--- src/hdl/lpt_regs.svh ---
`ifndef LPT_REGS_SVH
`define LPT_REGS_SVH
// Register addresses
`define LPT_ADDR_INT_CTRL      8'h89
`define LPT_ADDR_LOW_HI        8'h8a
`define LPT_ADDR_LOW_LO        8'h8b
`define LPT_ADDR_HIGH_HI       8'h8c
`define LPT_ADDR_HIGH_LO       8'h8d
`define LPT_ADDR_FLAGS         8'h8e
`define LPT_ADDR_TIMING        8'h8f
`define LPT_ADDR_AMB_IR        8'h90
// Event flag bit positions
`define LPT_BIT_PROX_RDY       3
`define LPT_BIT_ALS_RDY        2
`define LPT_BIT_BELOW          1
`define LPT_BIT_ABOVE          0
// Interrupt control bit positions
`define LPT_CTL_CNT_MSB        7
`define LPT_CTL_CNT_LSB        5
`define LPT_CTL_PROX_EN        3
`define LPT_CTL_ALS_EN         2
`define LPT_CTL_THR_EN         1
`define LPT_CTL_THR_SEL        0
// Reset values
`define LPT_RST_TIMING         8'h01
`define LPT_RST_ZERO           8'h00
`endif

--- src/hdl/lpt_pkg.sv ---
package lpt_pkg;
    // Register bus access kind
    typedef enum logic [1:0] {
        LPT_ACC_IDLE = 2'b00,
        LPT_ACC_WR = 2'b01,
        LPT_ACC_RD = 2'b10
    } lpt_acc_t;
endpackage

--- src/hdl/lpt_threshold_irq.sv ---
`timescale 1ns/1ps
`default_nettype none
`include "lpt_regs.svh"

// Operation
// - Low threshold word at 8Ah/8Bh
// - High threshold word at 8Ch/8Dh
// - Status register 8Eh, four flags
// - Bit 1 flags low threshold crossing
// - Bit 0 flags high threshold crossing
// - Flags are sticky until cleared
// - Writing one clears only that flag
// - Interrupt pin low while any flag set
// - Modulator timing register at 8Fh fields
// - Timing register resets to one
// - Ambient IR register at 90h is read only
module lpt_threshold_irq
    import lpt_pkg::*;
#(
    parameter int DATA_W = 16,
    parameter int PERSIST_W = 8
) (
    input wire logic i_core_clk,
    input wire logic i_arst_n,
    input wire logic i_reg_wr,
    input wire logic i_reg_rd,
    input wire logic [7:0] i_reg_addr,
    input wire logic [7:0] i_reg_wdata,
    output logic [7:0] o_reg_rdata,
    input wire logic i_prox_new,
    input wire logic [DATA_W-1:0] i_prox_result,
    input wire logic i_als_new,
    input wire logic [DATA_W-1:0] i_als_result,
    input wire logic [7:0] i_amb_ir_level,
    output logic [7:0] o_int_ctrl,
    output logic [7:0] o_emitter_timing,
    output logic o_int_n
);

    // Only the documented widths are served; the count of 128 needs eight bits
    if (DATA_W != 16) begin : g_bad_data_w
        $error("DATA_W must be 16");
    end
    if (PERSIST_W < 8) begin : g_bad_persist_w
        $error("PERSIST_W must hold 128");
    end

    logic [7:0] int_ctrl_ff, nxt_int_ctrl;
    logic [15:0] low_limit_ff, nxt_low_limit;
    logic [15:0] high_limit_ff, nxt_high_limit;
    logic [3:0] flags_ff, nxt_flags;
    logic [7:0] timing_ff, nxt_timing;
    logic [7:0] amb_ir_ff, nxt_amb_ir;
    logic [PERSIST_W-1:0] below_cnt_ff, nxt_below_cnt;
    logic [PERSIST_W-1:0] above_cnt_ff, nxt_above_cnt;
    logic [7:0] rdata_ff, nxt_rdata;
    lpt_acc_t acc;

    // Consecutive count needed: 1 shl code
    function automatic logic [PERSIST_W-1:0] persist_need(input logic [2:0] code);
        persist_need = PERSIST_W'(1) << code;
    endfunction

    // Saturating persistence counter step
    function automatic logic [PERSIST_W-1:0] cnt_step(
        input logic [PERSIST_W-1:0] cnt,
        input logic hit
    );
        if (!hit) begin
            cnt_step = '0;
        end else if (&cnt) begin
            cnt_step = cnt;
        end else begin
            cnt_step = cnt + PERSIST_W'(1);
        end
    endfunction

    assign acc = i_reg_wr ? LPT_ACC_WR : (i_reg_rd ? LPT_ACC_RD : LPT_ACC_IDLE);

    // Configuration registers written by the host
    always_comb begin
        nxt_int_ctrl = int_ctrl_ff;
        nxt_low_limit = low_limit_ff;
        nxt_high_limit = high_limit_ff;
        nxt_timing = timing_ff;
        if (acc == LPT_ACC_WR) begin
            unique case (i_reg_addr)
                `LPT_ADDR_INT_CTRL: begin
                    nxt_int_ctrl = i_reg_wdata;
                end
                `LPT_ADDR_LOW_HI: begin
                    nxt_low_limit[15:8] = i_reg_wdata;
                end
                `LPT_ADDR_LOW_LO: begin
                    nxt_low_limit[7:0] = i_reg_wdata;
                end
                `LPT_ADDR_HIGH_HI: begin
                    nxt_high_limit[15:8] = i_reg_wdata;
                end
                `LPT_ADDR_HIGH_LO: begin
                    nxt_high_limit[7:0] = i_reg_wdata;
                end
                `LPT_ADDR_TIMING: begin
                    nxt_timing = i_reg_wdata;
                end
                default: begin
                end
            endcase
        end
    end

    always_ff @(posedge i_core_clk or negedge i_arst_n) begin
        if (!i_arst_n) begin
            int_ctrl_ff <= `LPT_RST_ZERO;
            low_limit_ff <= 16'h0000;
            high_limit_ff <= 16'h0000;
            timing_ff <= `LPT_RST_TIMING;
        end else begin
            int_ctrl_ff <= nxt_int_ctrl;
            low_limit_ff <= nxt_low_limit;
            high_limit_ff <= nxt_high_limit;
            timing_ff <= nxt_timing;
        end
    end

    // Ambient IR level tracks the engine; host writes are ignored
    always_comb begin
        nxt_amb_ir = i_amb_ir_level;
    end

    always_ff @(posedge i_core_clk or negedge i_arst_n) begin
        if (!i_arst_n) begin
            amb_ir_ff <= `LPT_RST_ZERO;
        end else begin
            amb_ir_ff <= nxt_amb_ir;
        end
    end

    // Persistence counters and sticky event flags
    logic thr_new;
    logic [15:0] sel_result;
    logic below_hit, above_hit;
    logic [3:0] set_vec, clr_vec;
    logic [PERSIST_W-1:0] need;

    always_comb begin
        sel_result = int_ctrl_ff[`LPT_CTL_THR_SEL] ? i_als_result : i_prox_result;
        thr_new = int_ctrl_ff[`LPT_CTL_THR_SEL] ? i_als_new : i_prox_new;
        need = persist_need(int_ctrl_ff[`LPT_CTL_CNT_MSB:`LPT_CTL_CNT_LSB]);
        nxt_below_cnt = below_cnt_ff;
        nxt_above_cnt = above_cnt_ff;
        below_hit = 1'b0;
        above_hit = 1'b0;
        // Counts only advance on a fresh result of the selected source
        if (thr_new) begin
            nxt_below_cnt = cnt_step(below_cnt_ff, sel_result < low_limit_ff);
            nxt_above_cnt = cnt_step(above_cnt_ff, sel_result > high_limit_ff);
            below_hit = (nxt_below_cnt == need);
            above_hit = (nxt_above_cnt == need);
        end
        set_vec = '0;
        set_vec[`LPT_BIT_PROX_RDY] = i_prox_new & int_ctrl_ff[`LPT_CTL_PROX_EN];
        set_vec[`LPT_BIT_ALS_RDY] = i_als_new & int_ctrl_ff[`LPT_CTL_ALS_EN];
        set_vec[`LPT_BIT_BELOW] = below_hit & int_ctrl_ff[`LPT_CTL_THR_EN];
        set_vec[`LPT_BIT_ABOVE] = above_hit & int_ctrl_ff[`LPT_CTL_THR_EN];
        clr_vec = '0;
        if (acc == LPT_ACC_WR && i_reg_addr == `LPT_ADDR_FLAGS) begin
            clr_vec = i_reg_wdata[3:0];
        end
        // A set in the clearing cycle wins so no event is lost
        nxt_flags = (flags_ff & ~clr_vec) | set_vec;
    end

    always_ff @(posedge i_core_clk or negedge i_arst_n) begin
        if (!i_arst_n) begin
            below_cnt_ff <= '0;
            above_cnt_ff <= '0;
            flags_ff <= 4'h0;
        end else begin
            below_cnt_ff <= nxt_below_cnt;
            above_cnt_ff <= nxt_above_cnt;
            flags_ff <= nxt_flags;
        end
    end

    // Read data registered, so it shows one cycle after the read strobe
    always_comb begin
        nxt_rdata = rdata_ff;
        if (acc == LPT_ACC_RD) begin
            unique case (i_reg_addr)
                `LPT_ADDR_INT_CTRL: nxt_rdata = int_ctrl_ff;
                `LPT_ADDR_LOW_HI: nxt_rdata = low_limit_ff[15:8];
                `LPT_ADDR_LOW_LO: nxt_rdata = low_limit_ff[7:0];
                `LPT_ADDR_HIGH_HI: nxt_rdata = high_limit_ff[15:8];
                `LPT_ADDR_HIGH_LO: nxt_rdata = high_limit_ff[7:0];
                `LPT_ADDR_FLAGS: nxt_rdata = {4'h0, flags_ff};
                `LPT_ADDR_TIMING: nxt_rdata = timing_ff;
                `LPT_ADDR_AMB_IR: nxt_rdata = amb_ir_ff;
                default: nxt_rdata = 8'h00;
            endcase
        end
    end

    always_ff @(posedge i_core_clk or negedge i_arst_n) begin
        if (!i_arst_n) begin
            rdata_ff <= 8'h00;
        end else begin
            rdata_ff <= nxt_rdata;
        end
    end

    // Outputs
    assign o_reg_rdata = rdata_ff;
    assign o_int_ctrl = int_ctrl_ff;
    assign o_emitter_timing = timing_ff;
    assign o_int_n = ~(|flags_ff);

endmodule // lpt_threshold_irq

`default_nettype wire

--- config.mk ---
export PLATFORM = sky130hd
export DESIGN_NAME = lpt_threshold_irq
export DESIGN_NICKNAME = d
export VERILOG_FILES = /design/src/hdl/lpt_pkg.sv /design/src/hdl/lpt_threshold_irq.sv
export VERILOG_INCLUDE_DIRS = /design/src /design/src/hdl
export SDC_FILE = /design/constraint.sdc
export NUM_CORES = 1
export LEC_CHECK = 0
export BUFFER_PORTS_ARGS = -buffer_cell sky130_fd_sc_hd__buf_2
export CAP_MARGIN = 10
export CORE_UTILIZATION = 52
export CTS_CLUSTER_DIAMETER = 40
export CTS_CLUSTER_SIZE = 28
export DETAILED_ROUTE_END_ITERATION = 10
export PLACE_DENSITY = 0.78
export SLEW_MARGIN = 20
export SYNTH_ARGS = -nofsm -noshare
export SYNTH_HDL_FRONTEND = slang
export SYNTH_SLANG_ARGS = --single-unit
--- constraint.sdc ---
create_clock -name i_core_clk -period 3.7 [get_ports i_core_clk]
set_input_delay 0.555 -clock i_core_clk [delete_from_list [all_inputs] [get_ports i_core_clk]]
set_output_delay 0.555 -clock i_core_clk [all_outputs]
set_load 0.01 [all_outputs]
# --- Word level (Yosys, flattened, before mapping) ---
# Index checks and enable logic that the tools add are counted.
word_totals:
  mem_bits_rw: 0
  wordCells: 60
  regBits: 84
  latch_bits: 0
  mem_count: 0
  mem_bits_ro: 0
op_classes:
  addsub: 2
  div_mod_pow: 0
  multipliers: 0
  eq_ne: 12
  reduce_logical: 10
  order_cmp: 2
  n_bitwise: 8
  n_mux: 14
  shift: 1
op_table:
  columns: ["operator", "n"]
  rows:
  - ["$eq A8 B8 Y1 const B", 8]
  - ["$pmux W8 S8", 1]
  - ["$mux W8", 6]
  - ["$add A8 B1 Y8 const B", 2]
  - ["$eq A8 B8 Y1", 2]
  - ["$gt A16 B16 Y1", 1]
  - ["$lt A16 B16 Y1", 1]
  - ["$mux W16", 1]
  - ["$reduce_and A8 Y1", 2]
  - ["$reduce_and A2 Y1", 6]
  - ["$shl A1 B3 Y8 const A", 1]
  - ["$and A1 B1 Y1", 4]
  - ["$and A4 B4 Y4", 1]
  - ["$mux W2", 2]
  - ["$mux W4", 1]
  - ["$not A4 Y4", 1]
  - ["$or A4 B4 Y4", 1]
  - ["$reduce_or A4 Y1", 1]
  - ["$mux W1", 3]
  - ["$eq A2 B1 Y1 const B", 1]
  - ["$eq A2 B2 Y1 const B", 1]
  - ["$logic_and A1 B1 Y1", 1]
  - ["$not A1 Y1", 1]

# --- Longest topological paths before layout ---
# Gate-level depths: netlist (run 1).
depth:
  depth_word: 8
  depth_mapped: 11
  ltp_nobuf: 9

# --- Least setup slack after synthesis (run 1) ---
# No wires, ideal clock.
synth_timing:
  path_type: "reg-to-reg"
  start: "register int_ctrl_ff[0] (netlist: o_int_ctrl[0])"
  end: "register above_cnt_ff[0]"
  slack_ns: 0.498
  path_stages_with_launch: 12
  t_required_ns: 3.575
  arrival_ns: 3.077
  period_less_slack_ns: 3.202
  path_buffers: 2
  cell_sequence: "dfrtp_1 > buf_2 > buf_1 > mux2_2 > ha_1 > nand4_1 > or2_1 > a211oi_2 > or4_1 > nand2_1 > o21ai_0 > mux2_2"
synth_between:
  elab_chain_cells: 4
synth_lines:
  columns: ["item", "line", "source"]
  rows:
  - ["from (decl)", "lpt_threshold_irq.sv:48", "logic [7:0] int_ctrl_ff, nxt_int_ctrl;"]
  - ["from (signal assigned)", "lpt_threshold_irq.sv:114", "int_ctrl_ff <= `LPT_RST_ZERO;"]
  - ["from (signal assigned)", "lpt_threshold_irq.sv:119", "int_ctrl_ff <= nxt_int_ctrl;"]
  - ["$mux W16", "lpt_threshold_irq.sv:147", "sel_result = int_ctrl_ff[`LPT_CTL_THR_SEL] ? i_als_result : i_prox_result;"]
  - ["$gt A16 B16 Y1", "lpt_threshold_irq.sv:157", "nxt_above_cnt = cnt_step(above_cnt_ff, sel_result > high_limit_ff);"]
  - ["$mux W8", "lpt_threshold_irq.sv:69", "if (!hit) begin"]
  - ["$mux W8", "lpt_threshold_irq.sv:155", "if (thr_new) begin"]
  - ["to (signal assigned)", "lpt_threshold_irq.sv:181", "above_cnt_ff <= nxt_above_cnt;"]
  - ["to (decl)", "lpt_threshold_irq.sv:55", "logic [PERSIST_W-1:0] above_cnt_ff, nxt_above_cnt;"]
# Parallel ways exist; a longest one is shown, timed or not. The select of a mux whose other input is x is not followed.
# A chain may end at the register's enable or synchronous reset.

# --- Final worst setup path (run 1) ---
layout_timing:
  start: "register int_ctrl_ff[0] (netlist: o_int_ctrl[0])"
  end: "register flags_ff[1]"
layout_between:
  elab_chain_cells: 8
layout_lines:
  columns: ["item", "line", "source"]
  rows:
  - ["$mux W16", "lpt_threshold_irq.sv:147", null]
  - ["$lt A16 B16 Y1", "lpt_threshold_irq.sv:156", "nxt_below_cnt = cnt_step(below_cnt_ff, sel_result < low_limit_ff);"]
  - ["$mux W8", "lpt_threshold_irq.sv:69", null]
  - ["$mux W8", "lpt_threshold_irq.sv:155", null]
  - ["$eq A8 B8 Y1", "lpt_threshold_irq.sv:158", "below_hit = (nxt_below_cnt == need);"]
  - ["$mux W1 *", "lpt_threshold_irq.sv:155", null]
  - ["$and A1 B1 Y1 *", "lpt_threshold_irq.sv:164", "set_vec[`LPT_BIT_BELOW] = below_hit & int_ctrl_ff[`LPT_CTL_THR_EN];"]
  - ["$or A4 B4 Y4 *", "lpt_threshold_irq.sv:171", "nxt_flags = (flags_ff & ~clr_vec) | set_vec;"]
  - ["via nxt_flags[1]", "lpt_threshold_irq.sv:51", "logic [3:0] flags_ff, nxt_flags;"]
  - ["to (signal assigned)", "lpt_threshold_irq.sv:182", "flags_ff <= nxt_flags;"]
  - ["to (decl)", "lpt_threshold_irq.sv:51", null]
# Mark *: on every way through the listed nets, which the timed path passes. The rest lies on a longest branch. The select of a mux whose other input is x is not followed.

==> qor.txt, run 1 <==
Slew HR: 33.5%
Most frequent cells in the layout: 85 x buf_2, 83 x dfrtp_1, 69 x mux2_2, 62 x nand2_1, 35 x inv_1
RePlAce Congestion: 0.875
Vias/cell: 6.16
#FFs+latches synth: 84
Die Span X: 105 µm
Initial antenna violation count: 0
Clock sinks: 84
Crit. Startpoint: o_int_ctrl[0]
Cells after Synth: 563
Placed cells: 766
Layout Cells excl Fill: 782
Fin nets: 736
Synth unique cells: 70
Grt ovf: 0
Final Hold Vio Count: 0
Syn. warnings: 0
Crit path max-delay family: simple AND/OR/NAND/NOR gates
Final ANT Viol Nets: 0
Synthesized area: 5520 µm²
Multi-input gate area: 3190 µm²
DIE HEIGHT: 105 µm
WP data arrival: 3.79 ns
WP data required: 3.95 ns
Crit-path cells: mux2_2 > ha_1 > nand4_1 > nor4_1 > o21ai_2 > nand3_1 > buf_4 > a21oi_1 > o32a_1 > a32o_1
Clk_skew: 0.00566 ns
Max-Cap Viols: 0
Root Buffer: clkbuf_8
Most common cell after layout, fill and taps aside: buf_2
Overall Global Routing Usage: 27.8%
Buffers plus inverters on the worst setup path: 1
Pwr dens: 331 nW/µm²
CTS tree: done
Worst vdd ir: 0.200 mV
CP endpoint kind: flip-flop
Wire length per cell: 19.0 µm
Synth Flop Type: dfrtp_1
Worst r2r src: o_int_ctrl[0]
Worst-path clk slew: 0.09 ns
Post-synth EDFFs: 0
Asr flop ratio synth: 100%
Via count: 4819
Worst Path Max Fanout: 18
DRC: 0
Post-DP HPWL: 11500 µm
Die Footprint: 11000 µm²
H-Tree Level Count: 3
Crit path kind: flip-flop to flip-flop
IO buf count: 86
Register Area: 2100 µm²
Core ar.: 10300 µm²
Syn Nets: 658
Ports: 87
Max Buffers Root-to-Sink: 2
Post-CTS Setup Inserts: 0
Hold WC Path Type: primary input to asynchronous set/reset pin
Synthesis-to-layout area growth: 13.0%
TritonCTS Buffers: 9
Worst-margin pin slew: 0.983 ns
Std-Cell Rows: 37
Fin crit period: 3.55 ns
RSZ-0062 raised after global routing: no
Mapped Avg Cell Area: 9.80 µm²
Post-CTS Hold Buffers: 0
Layout cells sized above 1: 30.7%
Layout fillers: 874
Endpoints failing setup: 0
Type of origin of the critical path: flip-flop
Slowest Stage Delay on Critical Path: 0.85 ns
Ant. Diodes: 0
Slowest-stage cell, CP: dfrtp_1
Pleak: 2.83 nW
Largest net degree at the start of global routing: 85
DRT Pass-1 Iters: 5
Crit share post-route: 95.9%
Hold slack: 0.218 ns
Clk_lat worst skew: 0.35 ns
Resized cells post-CTS: 0
Final wirelength: 14800 µm
Max Clk Rate: 282 MHz
Vias in the first global route: 4825
Number of DRC markers in iteration 0: 337
Max-slew violation count: 0
First-pass GRT wire length: 24200 µm
Initial Utilization: 53.4%
Status: finished clean
Seq/Total Area, Yosys: 38.1%
Post-route setup TNS: 0 ns
==> flip-flops by register name, summed over array words and instances (netlist names) <==
register	count
above_cnt_ff	8
amb_ir_ff	8
below_cnt_ff	8
flags_ff	4
high_limit_ff	16
low_limit_ff	16
o_emitter_timing	8
o_int_ctrl	8
o_reg_rdata	8
==> Yosys cell counts (3+ instances only) <==
cell type  instances  area (µm²)
dfrtp_1           83        2080
mux2_2            69         777
nand2_1           62         233
inv_1             35         131
ha_1              33         413
a21oi_1           31         155
o21ai_0           27         135
nor2_1            23        86.3
nand3_1           21         105
mux2i_1           14         140
clkbuf_1          12        45.0
a221oi_1          10        87.6
nand4_1           10        62.6
nor3_1            10        50.1
buf_2              7        35.0
a32o_1             6        60.1
o22ai_1            6        37.5
o31ai_1            6        45.0
a21o_1             5        37.5
a31oi_1            5        31.3
and3_1             5        31.3
a222oi_1           4        40.0
a22o_1             4        35.0
nand2b_1           4        25.0
a211o_1            3        26.3
buf_1              3        11.3
nor2b_1            3        18.8
nor4_1             3        18.8
o211ai_1           3        22.5
xnor2_1            3        26.3
==> area by class of cell <==
cell class	count	area share (%)
multi-input cells	421	51.1
flip-flops and latches	84	33.7
repair buffers	89	7.37
well taps	136	2.73
inverters	36	2.17
clock buffers	9	1.99
clock inverters	7	0.923
==> logic make-up after synthesis <==
logic type | Yosys count | share of synthesized area [%]
xor+xnor | 3 | 0.476
flops | 84 | 38.1
compound gates | 136 | 17.4
buf+inv | 58 | 4.11
simple gates | 165 | 15.5
fa+ha+maj | 33 | 7.49
mux | 84 | 16.9
==> report_power, final <==
| part | internal (mW) | switching [mW] |
|---|---|---|
| clock network | 0.255 | 0.363 |
| registers | 0.973 | 0.0721 |
| logic | 0.188 | 0.217 |
==> routing by layer <==
layer,global-route usage (%),part of all wire (%)
met1,36.0,44
met2,47.7,50
met3,3.24,4.6
met4,10.3,2.4
met5,0,0
==> stage by stage <==
step                      util, %  area [µm²]  worst slack (ns)  total power [mW]
final                        60.4        6230             0.153              2.07
after global routing         60.4        6230            0.0264              2.16
after CTS                    60.4        6230             0.211              2.07
after detailed placement     58.6        6050             0.215              1.46
after global placement       58.6        6050             0.302              1.44
after floorplan                 -        5520             0.498              1.30
==> worst reg2reg max path, cell delays in order, from the launching register on <==
cell and delay (ns):
dfrtp_1 0.85, mux2_2 0.43, ha_1 0.33, nand4_1 0.17, nor4_1 0.60, o21ai_2 0.22
nand3_1 0.17, buf_4 0.18, a21oi_1 0.05, o32a_1 0.18, a32o_1 0.25
==> worst paths after layout <==
check | to | slack [ns] | cells after the start
setup reg to reg | flags_ff[1] | 0.15 | 10
setup / recovery | flags_ff[1] | 0.15 | 10
hold / removal | below_cnt_ff[2] | 0.22 | 1
hold reg to reg | o_reg_rdata[2] | 0.49 | 2
min in group i_core_clk | amb_ir_ff[4] | 0.30 | 1
max in group asynchronous | o_reg_rdata[2] | 2.94 | 1
No activity file was read; power rests on OpenSTA's default activity.
==> run 2: changes to the inputs <==
--- a/config.mk
+++ b/config.mk
@@ -6,13 +6,14 @@
 export SDC_FILE = /design/constraint.sdc
 export NUM_CORES = 1
 export LEC_CHECK = 0
+export ABC_AREA = 1
 export BUFFER_PORTS_ARGS = -buffer_cell sky130_fd_sc_hd__buf_2
 export CAP_MARGIN = 10
 export CORE_UTILIZATION = 52
 export CTS_CLUSTER_DIAMETER = 40
 export CTS_CLUSTER_SIZE = 28
 export DETAILED_ROUTE_END_ITERATION = 10
-export PLACE_DENSITY = 0.78
+export PLACE_DENSITY = 0.79
 export SLEW_MARGIN = 20
 export SYNTH_ARGS = -nofsm -noshare
 export SYNTH_HDL_FRONTEND = slang
==> run 2 against run 1 <==
Critical path depth up 4. Highest routed layer unchanged. Synthesized cell count up 24%. Clock-buffer cell count up 1. Setup slack better by 0.63 ns. Non-clock buffer count unchanged. Clock skew up 0.0092 ns. Wire length down 1.1%. Utilization up 0.56 points. Register-to-register slack better by 0.63 ns. Largest cell class unchanged.
==> qor.txt, run 2 <==
Max Clk Rate: 342 MHz (was 282 MHz)
Largest regs: high_limit_ff: 16 flops, low_limit_ff: 16 flops (unchanged)
Max-slew violation count: 0 (unchanged)
Worst Path Max Fanout: 17 (was 18)
Slew HR: 48.0% (was 33.5%)
Synth unique cells: 43 (was 70)
Status: finished clean (unchanged)
Asr flop ratio synth: 100% (unchanged)
Synthesized area: 5200 µm² (was 5520 µm²)
Std-Cell Rows: 36 (was 37)
H-Tree Level Count: 3 (unchanged)
Type of origin of the critical path: flip-flop (unchanged)
Area share of the largest cell type after synthesis: 39.9% (was 37.7%)
Cells after Synth: 699 (was 563)
Syn. warnings: 0 (unchanged)
Root Buffer: clkbuf_8 (unchanged)
Slowest Stage Delay on Critical Path: 0.52 ns (was 0.85 ns)
Crit path kind: flip-flop to flip-flop (unchanged)
Layout fillers: 913 (was 874)
Worst-path clk slew: 0.09 ns (about the same)
Synth Area in Adders: 7.93% (was 7.49%)
Ant. Diodes: 0 (unchanged)
Buffers plus inverters on the worst setup path: 1 (unchanged)
WP data arrival: 3.23 ns (was 3.79 ns)
Via count: 5136 (was 4819)
IO buf count: 86 (unchanged)
Largest family of logic cells by synthesized area: simple AND/OR/NAND/NOR gates (was compound AO/OA/AOI/OAI gates)
Pre-CTS WS: 0.822 ns (was 0.215 ns)
Layout cells sized above 1: 16.1% (was 30.7%)
Vias/cell: 5.58 (was 6.16)
Final ANT Viol Nets: 0 (unchanged)
Initial antenna violation count: 0 (unchanged)
Fin nets: 878 (was 736)
Synthesis-to-layout area growth: 14.0% (was 13.0%)
Seq/Total Area, Yosys: 40.4% (was 38.1%)
Core ar.: 9730 µm² (was 10300 µm²)
#FFs+latches synth: 84 (unchanged)
Post-Synth Simple-Gate Area: 27.5% (was 15.5%)
Most common cell after layout, fill and taps aside: nand2_1 (was buf_2)
Most numerous cell in the Yosys netlist: nand2_1 (was dfrtp_1)
Endpoints failing setup: 0 (unchanged)
Worst r2r src: o_int_ctrl[0] (unchanged)
Resized cells post-CTS: 0 (unchanged)
Final wirelength: 14700 µm (was 14800 µm)
CTS tree: done (unchanged)
Grt ovf: 0 (unchanged)
Clock sinks: 84 (unchanged)
Ports: 87 (unchanged)
RePlAce Congestion: 0.922 (was 0.875)
Synth Flop Type: dfrtp_1 (unchanged)
Worst vdd ir: 0.259 mV (was 0.200 mV)
Clk_lat worst skew: 0.37 ns (was 0.35 ns)
Crit-path cells: inv_2 > nand2_1 > nand2_1 > ha_1 > nand4_1 > nor2_1 > nand4_1 > a21boi_2 > nand2_1 > xor2_1 > nand2_1 > nor2_1 > nand2_1 > nand2_1 (was mux2_2 > ha_1 > nand4_1 > nor4_1 > o21ai_2 > nand3_1 > buf_4 > a21oi_1 > o32a_1 > a32o_1)
Setup WS post-layout: 0.779 ns (was 0.153 ns)
Post-CTS Setup Inserts: 0 (unchanged)
Worst reg2reg setup slack: 0.78 ns (was 0.15 ns)
Pleak: 2.89 nW (was 2.83 nW)
Pwr dens: 335 nW/µm² (was 331 nW/µm²)
Wire length per cell: 15.9 µm (was 19.0 µm)
Max-Cap Viols: 0 (unchanged)
Synth cell count leaders: 237 x nand2_1, 83 x dfrtp_1, 82 x o21ai_0 (was 83 x dfrtp_1, 69 x mux2_2, 62 x nand2_1)
Post-synth top area cell: dfrtp_1 (unchanged)
Crit. Startpoint: o_int_ctrl[0] (unchanged)
Crit path top cell by count: nand2_1
Hold slack: 0.208 ns (was 0.218 ns)
Post-Synth XOR/XNOR Area: 1.66% (was 0.476%)
Largest net degree at the start of global routing: 81 (was 85)
Crit share post-route: 78.9% (was 95.9%)
First-pass GRT wire length: 23500 µm (was 24200 µm)
Initial Utilization: 53.5% (was 53.4%)
Vias in the first global route: 4742 (was 4825)
Slowest-stage cell, CP: dfrtp_1 (unchanged)
Clk_skew: 0.0149 ns (was 0.00566 ns)
Post-synth EDFFs: 0 (unchanged)
Compound-gate portion of the synthesized area: 14.7% (was 17.4%)
Syn Nets: 794 (was 658)
Final Hold Vio Count: 0 (unchanged)
Crit path max-delay family: simple AND/OR/NAND/NOR gates (unchanged)
Hold WC Path Type: primary input to asynchronous set/reset pin (unchanged)
WP data required: 4.01 ns (was 3.95 ns)
Mapped Avg Cell Area: 7.44 µm² (was 9.80 µm²)
Worst-margin pin slew: 0.779 ns (was 0.983 ns)
Die Span X: 102 µm (was 105 µm)
Post-route setup TNS: 0 ns (unchanged)
Overall Global Routing Usage: 30.2% (was 27.8%)
DRC: 0 (unchanged)
Most frequent cells in the layout: 237 x nand2_1, 85 x buf_2, 83 x dfrtp_1, 82 x o21ai_0, 78 x inv_1 (was 85 x buf_2, 83 x dfrtp_1, 69 x mux2_2, 62 x nand2_1, 35 x inv_1)
Post-CTS Hold Buffers: 0 (unchanged)
RSZ-0062 raised after global routing: no (unchanged)
Fin crit period: 2.92 ns (was 3.55 ns)
DIE HEIGHT: 102 µm (was 105 µm)
CP endpoint kind: flip-flop (unchanged)
DRT Pass-1 Iters: 6 (was 5)
Die Footprint: 10400 µm² (was 11000 µm²)
Number of DRC markers in iteration 0: 438 (was 337)
Top post-synthesis cells by area: dfrtp_1 40%, nand2_1 17%, ha_1 7.9% (was dfrtp_1 38%, mux2_2 14%, ha_1 7.5%)
TritonCTS Buffers: 9 (unchanged)
Mux cell area share after synthesis: 0.216% (was 16.9%)
Post-DP HPWL: 11300 µm (was 11500 µm)
Max Buffers Root-to-Sink: 2 (unchanged)
## run 2: changes by cell type after synthesis, moves of 12 or more
| cell | delta |
|---|---|
| a21oi_1 | -14 |
| inv_1 | +43 |
| mux2_2 | -68 |
| mux2i_1 | -14 |
| nand2_1 | +175 |
| o21ai_0 | +55 |
| o21ai_1 | +12 |
## run 2: layout make-up
type | instances | area [µm²] | area share [%]
sequential | 84 | 2100 | 35.5
timing repair buffer | 89 | 459 | 7.74
inverter | 87 | 327 | 5.51
multi-input combinational | 512 | 2710 | 45.7
clock inverter | 6 | 40.0 | 0.675
tap | 133 | 166 | 2.81
clock buffer | 10 | 128 | 2.15
## run 2: power breakdown
| part | total (mW) | switching, mW | internal [mW] |
|---|---|---|---|
| combinational | 0.364 | 0.229 | 0.135 |
| clock | 0.591 | 0.347 | 0.244 |
| sequential | 1.03 | 0.0587 | 0.974 |
## run 2: final timing paths
kind                               endpoint  cells after the start
min in group i_core_clk        amb_ir_ff[5]                      1
setup / recovery                flags_ff[0]                     14
setup reg to reg                flags_ff[0]                     14
max in group asynchronous       flags_ff[1]                      2
hold reg to reg            low_limit_ff[13]                      2
hold / removal              above_cnt_ff[5]                      1
## run 2: cell families after synthesis
kind of cell | count (synthesis)
xor gates and xnor gates | 9
and+or+nand+nor | 331
DFF | 84
AOI/OAI and AO/OA | 138
muxes | 1
buffers and inverters | 103
adders and majority gates | 33
## run 2: metal layers
layer	track usage, %	vias to the layer above	wire, µm
met5	2.40	-	0
met4	14.5	0	500
met3	4.92	47	1250
met2	46.6	259	6560
met1	41.4	2355	6380
li1	-	2475	-
## run 2: metrics by stage
step / power (mW) / util [%] / instance area, µm² / cells
floorplan: 1.26 / - / 5200 / 699
global placement: 1.39 / 59.2 / 5760 / 905
detailed placement: 1.41 / 59.2 / 5760 / 905
CTS: 1.99 / 60.9 / 5930 / 921
global route: 2.09 / 61.0 / 5930 / 921
finish: 1.99 / 61.0 / 5930 / 921
## run 2: worst register-to-register path: cells and delay by family, from the launching register on
family,cells,cell delay [ns]
AOI/OAI and AO/OA,1,0.34
xor gates and xnor gates,1,0.15
adders and majority gates,1,0.35
buffers and inverters,1,0.22
DFF,1,0.52
and+or+nand+nor,10,1.28
==> run 3: changes to the inputs <==
==> constraint.sdc (replaced) <==
create_clock -name i_core_clk -period 2.9 [get_ports i_core_clk]
set_input_delay 0.435 -clock i_core_clk [delete_from_list [all_inputs] [get_ports i_core_clk]]
set_output_delay 0.435 -clock i_core_clk [all_outputs]
set_load 0.01 [all_outputs]
==> run 3 against run 2 <==
Hold slack lost 0.11 ns. Highest routed layer unchanged. First-iteration DRC count shrank 11%. Non-clock buffer count grew 1. Via count shrank 1.2%. Clock power grew 34%.
==> qor.txt, run 3 (synthesized netlist as in run 2, its figures left out) <==
Status: finished clean (unchanged)
Clock sinks: 84 (unchanged)
RSZ-0062 raised after global routing: no (unchanged)
Wire length per cell: 16.3 µm (was 15.9 µm)
Vias/cell: 5.50 (was 5.58)
Via count: 5074 (was 5136)
Initial antenna violation count: 0 (unchanged)
Grt ovf: 0 (unchanged)
Crit path kind: flip-flop to flip-flop (unchanged)
Worst-path clk slew: 0.09 ns (about the same)
Layout cells sized above 1: 16.2% (was 16.1%)
Synthesis-to-layout area growth: 14.3% (was 14.0%)
First-pass GRT wire length: 23600 µm (was 23500 µm)
Final ANT Viol Nets: 0 (unchanged)
RePlAce Congestion: 0.934 (was 0.922)
Post-CTS Setup Inserts: 0 (unchanged)
P_sw: 0.828 mW (was 0.635 mW)
Fin nets: 879 (was 878)
Post-DP HPWL: 11600 µm (was 11300 µm)
Initial Utilization: 53.5% (unchanged)
Ports: 87 (unchanged)
Post-route setup TNS: 0 ns (unchanged)
CP endpoint kind: flip-flop (unchanged)
Core Util, Final: 61.1% (was 61.0%)
IO buf count: 86 (unchanged)
Clock network power share: 30.7% (was 29.7%)
Switching part of the total power: 32.1% (was 31.9%)
Pre-CTS WS: 0.320 ns (was 0.822 ns)
Worst Path Max Fanout: 17 (unchanged)
Endpoints failing setup: 0 (unchanged)
DRT Pass-1 Iters: 5 (was 6)
Largest net degree at the start of global routing: 85 (was 81)
Type of origin of the critical path: flip-flop (unchanged)
Largest regs: high_limit_ff: 16 flops, low_limit_ff: 16 flops (unchanged)
Clk_skew: 0.0114 ns (was 0.0149 ns)
Final wirelength: 15000 µm (was 14700 µm)
Vias in the first global route: 4748 (was 4742)
Most common cell after layout, fill and taps aside: nand2_1 (unchanged)
CTS tree: done (unchanged)
Crit share post-route: 90.0% (was 78.9%)
Core ar.: 9730 µm² (unchanged)
Max Buffers Root-to-Sink: 2 (unchanged)
Clk_lat worst skew: 0.37 ns (about the same)
DRC: 0 (unchanged)
Resized cells post-CTS: 0 (unchanged)
Setup WS post-layout: 0.290 ns (was 0.779 ns)
WP data arrival: 2.88 ns (was 3.23 ns)
Root Buffer: clkbuf_8 (unchanged)
Max-slew violation count: 0 (unchanged)
Max Clk Rate: 383 MHz (was 342 MHz)
Final Hold Vio Count: 0 (unchanged)
Max-Cap Viols: 0 (unchanged)
Worst-margin pin slew: 0.784 ns (was 0.779 ns)
Overall Global Routing Usage: 30.2% (about the same)
Logic pwr share: 18.1% (was 18.3%)
Fin crit period: 2.61 ns (was 2.92 ns)
TritonCTS Buffers: 9 (unchanged)
Most frequent cells in the layout: 237 x nand2_1, 85 x buf_2, 83 x dfrtp_1, 82 x o21ai_0, 78 x inv_1 (unchanged)
Pleak: 2.90 nW (was 2.89 nW)
Part of the power in registers: 51.2% (was 51.9%)
WP data required: 3.17 ns (was 4.01 ns)
Die Span X: 102 µm (unchanged)
Die Footprint: 10400 µm² (unchanged)
Hold WC Path Type: primary input to asynchronous set/reset pin (unchanged)
Worst vdd ir: 0.314 mV (was 0.259 mV)
H-Tree Level Count: 3 (unchanged)
Pwr dens: 434 nW/µm² (was 335 nW/µm²)
Layout Cells excl Fill: 922 (was 921)
DIE HEIGHT: 102 µm (unchanged)
Std-Cell Rows: 36 (unchanged)
Post-CTS Hold Buffers: 0 (unchanged)
Ant. Diodes: 0 (unchanged)
Int Power: 1.75 mW (was 1.35 mW)
Tot Pwr: 2.58 mW (was 1.99 mW)
Slew HR: 47.7% (was 48.0%)
R2R cell count: 17 (was 14)
Placed cells: 906 (was 905)
Number of DRC markers in iteration 0: 390 (was 438)
run 3: cell types whose count changed in the layout (fill, tap and decap cells not counted), sizes merged:
| cell | before | now |
|---|---|---|
| buf | 89 | 90 |
| clkbuf | 10 | 11 |
| clkinv | 6 | 5 |
run 3: path summary, 6_finish.rpt:
path | from | end | slack (ns)
worst max-delay path | o_int_ctrl[0] | flags_ff[0] | 0.29
worst min-delay path | i_arst_n | above_cnt_ff[0] | 0.1
worst max register to register | o_int_ctrl[0] | flags_ff[0] | 0.29
worst min register to register | high_limit_ff[14] | high_limit_ff[14] | 0.50
max in group asynchronous | i_arst_n | o_reg_rdata[3] | 2.26
min in group i_core_clk | i_amb_ir_level[4] | amb_ir_ff[4] | 0.16
run 3: cell type report:
type,instances,area [µm²]
Clock buffer,11,141
Clock inverter,5,35.0
Fill cell,897,3780
Inverter,87,327
Multi-Input combinational cell,512,2710
Sequential cell,84,2100
Tap cell,133,166
Timing Repair Buffer,90,467
run 3: metal layers:
layer | GRT usage (%) | vias to the layer above | routed length (µm)
met5 | 0 | - | 0
met4 | 11.4 | 0 | 379
met3 | 3.76 | 38 | 1090
met2 | 47.9 | 229 | 6760
met1 | 42.4 | 2328 | 6780
li1 | - | 2479 | -
run 3: critical path, cell delays in order (launching register included):
cell and delay (ns):
dfrtp_1 0.41, inv_2 0.27, nand2_1 0.11, and2_1 0.16
ha_1 0.17, nor2_1 0.10, nor2_1 0.05, o21ai_1 0.11
nand2_1 0.06, nand2_1 0.08, nand2_1 0.09, a21boi_2 0.35
nand2_1 0.16, xor2_1 0.17, nand2_1 0.08, nor2_1 0.04
nand2_1 0.05, nand2_1 0.05
run 3: per-stage QoR:
stage | hold WS (ns) | area (µm²)
4_1_cts | 0.157 | 5940
3_5_place_dp | 0.474 | 5770
2_1_floorplan | 0.139 | 5200
3_3_place_gp | 0.466 | 5770
6_report | 0.0958 | 5950
5_1_grt | 0.158 | 5950
run 3: power groups by stage:
stage / combinational (mW) / clock (mW) / sequential (mW)
after global routing: 0.527 / 0.840 / 1.33
after global placement: 0.441 / 0 / 1.33
after detailed placement: 0.460 / 0 / 1.34
final: 0.467 / 0.792 / 1.32
after CTS: 0.462 / 0.792 / 1.32
after floorplan: 0.282 / 0 / 1.32
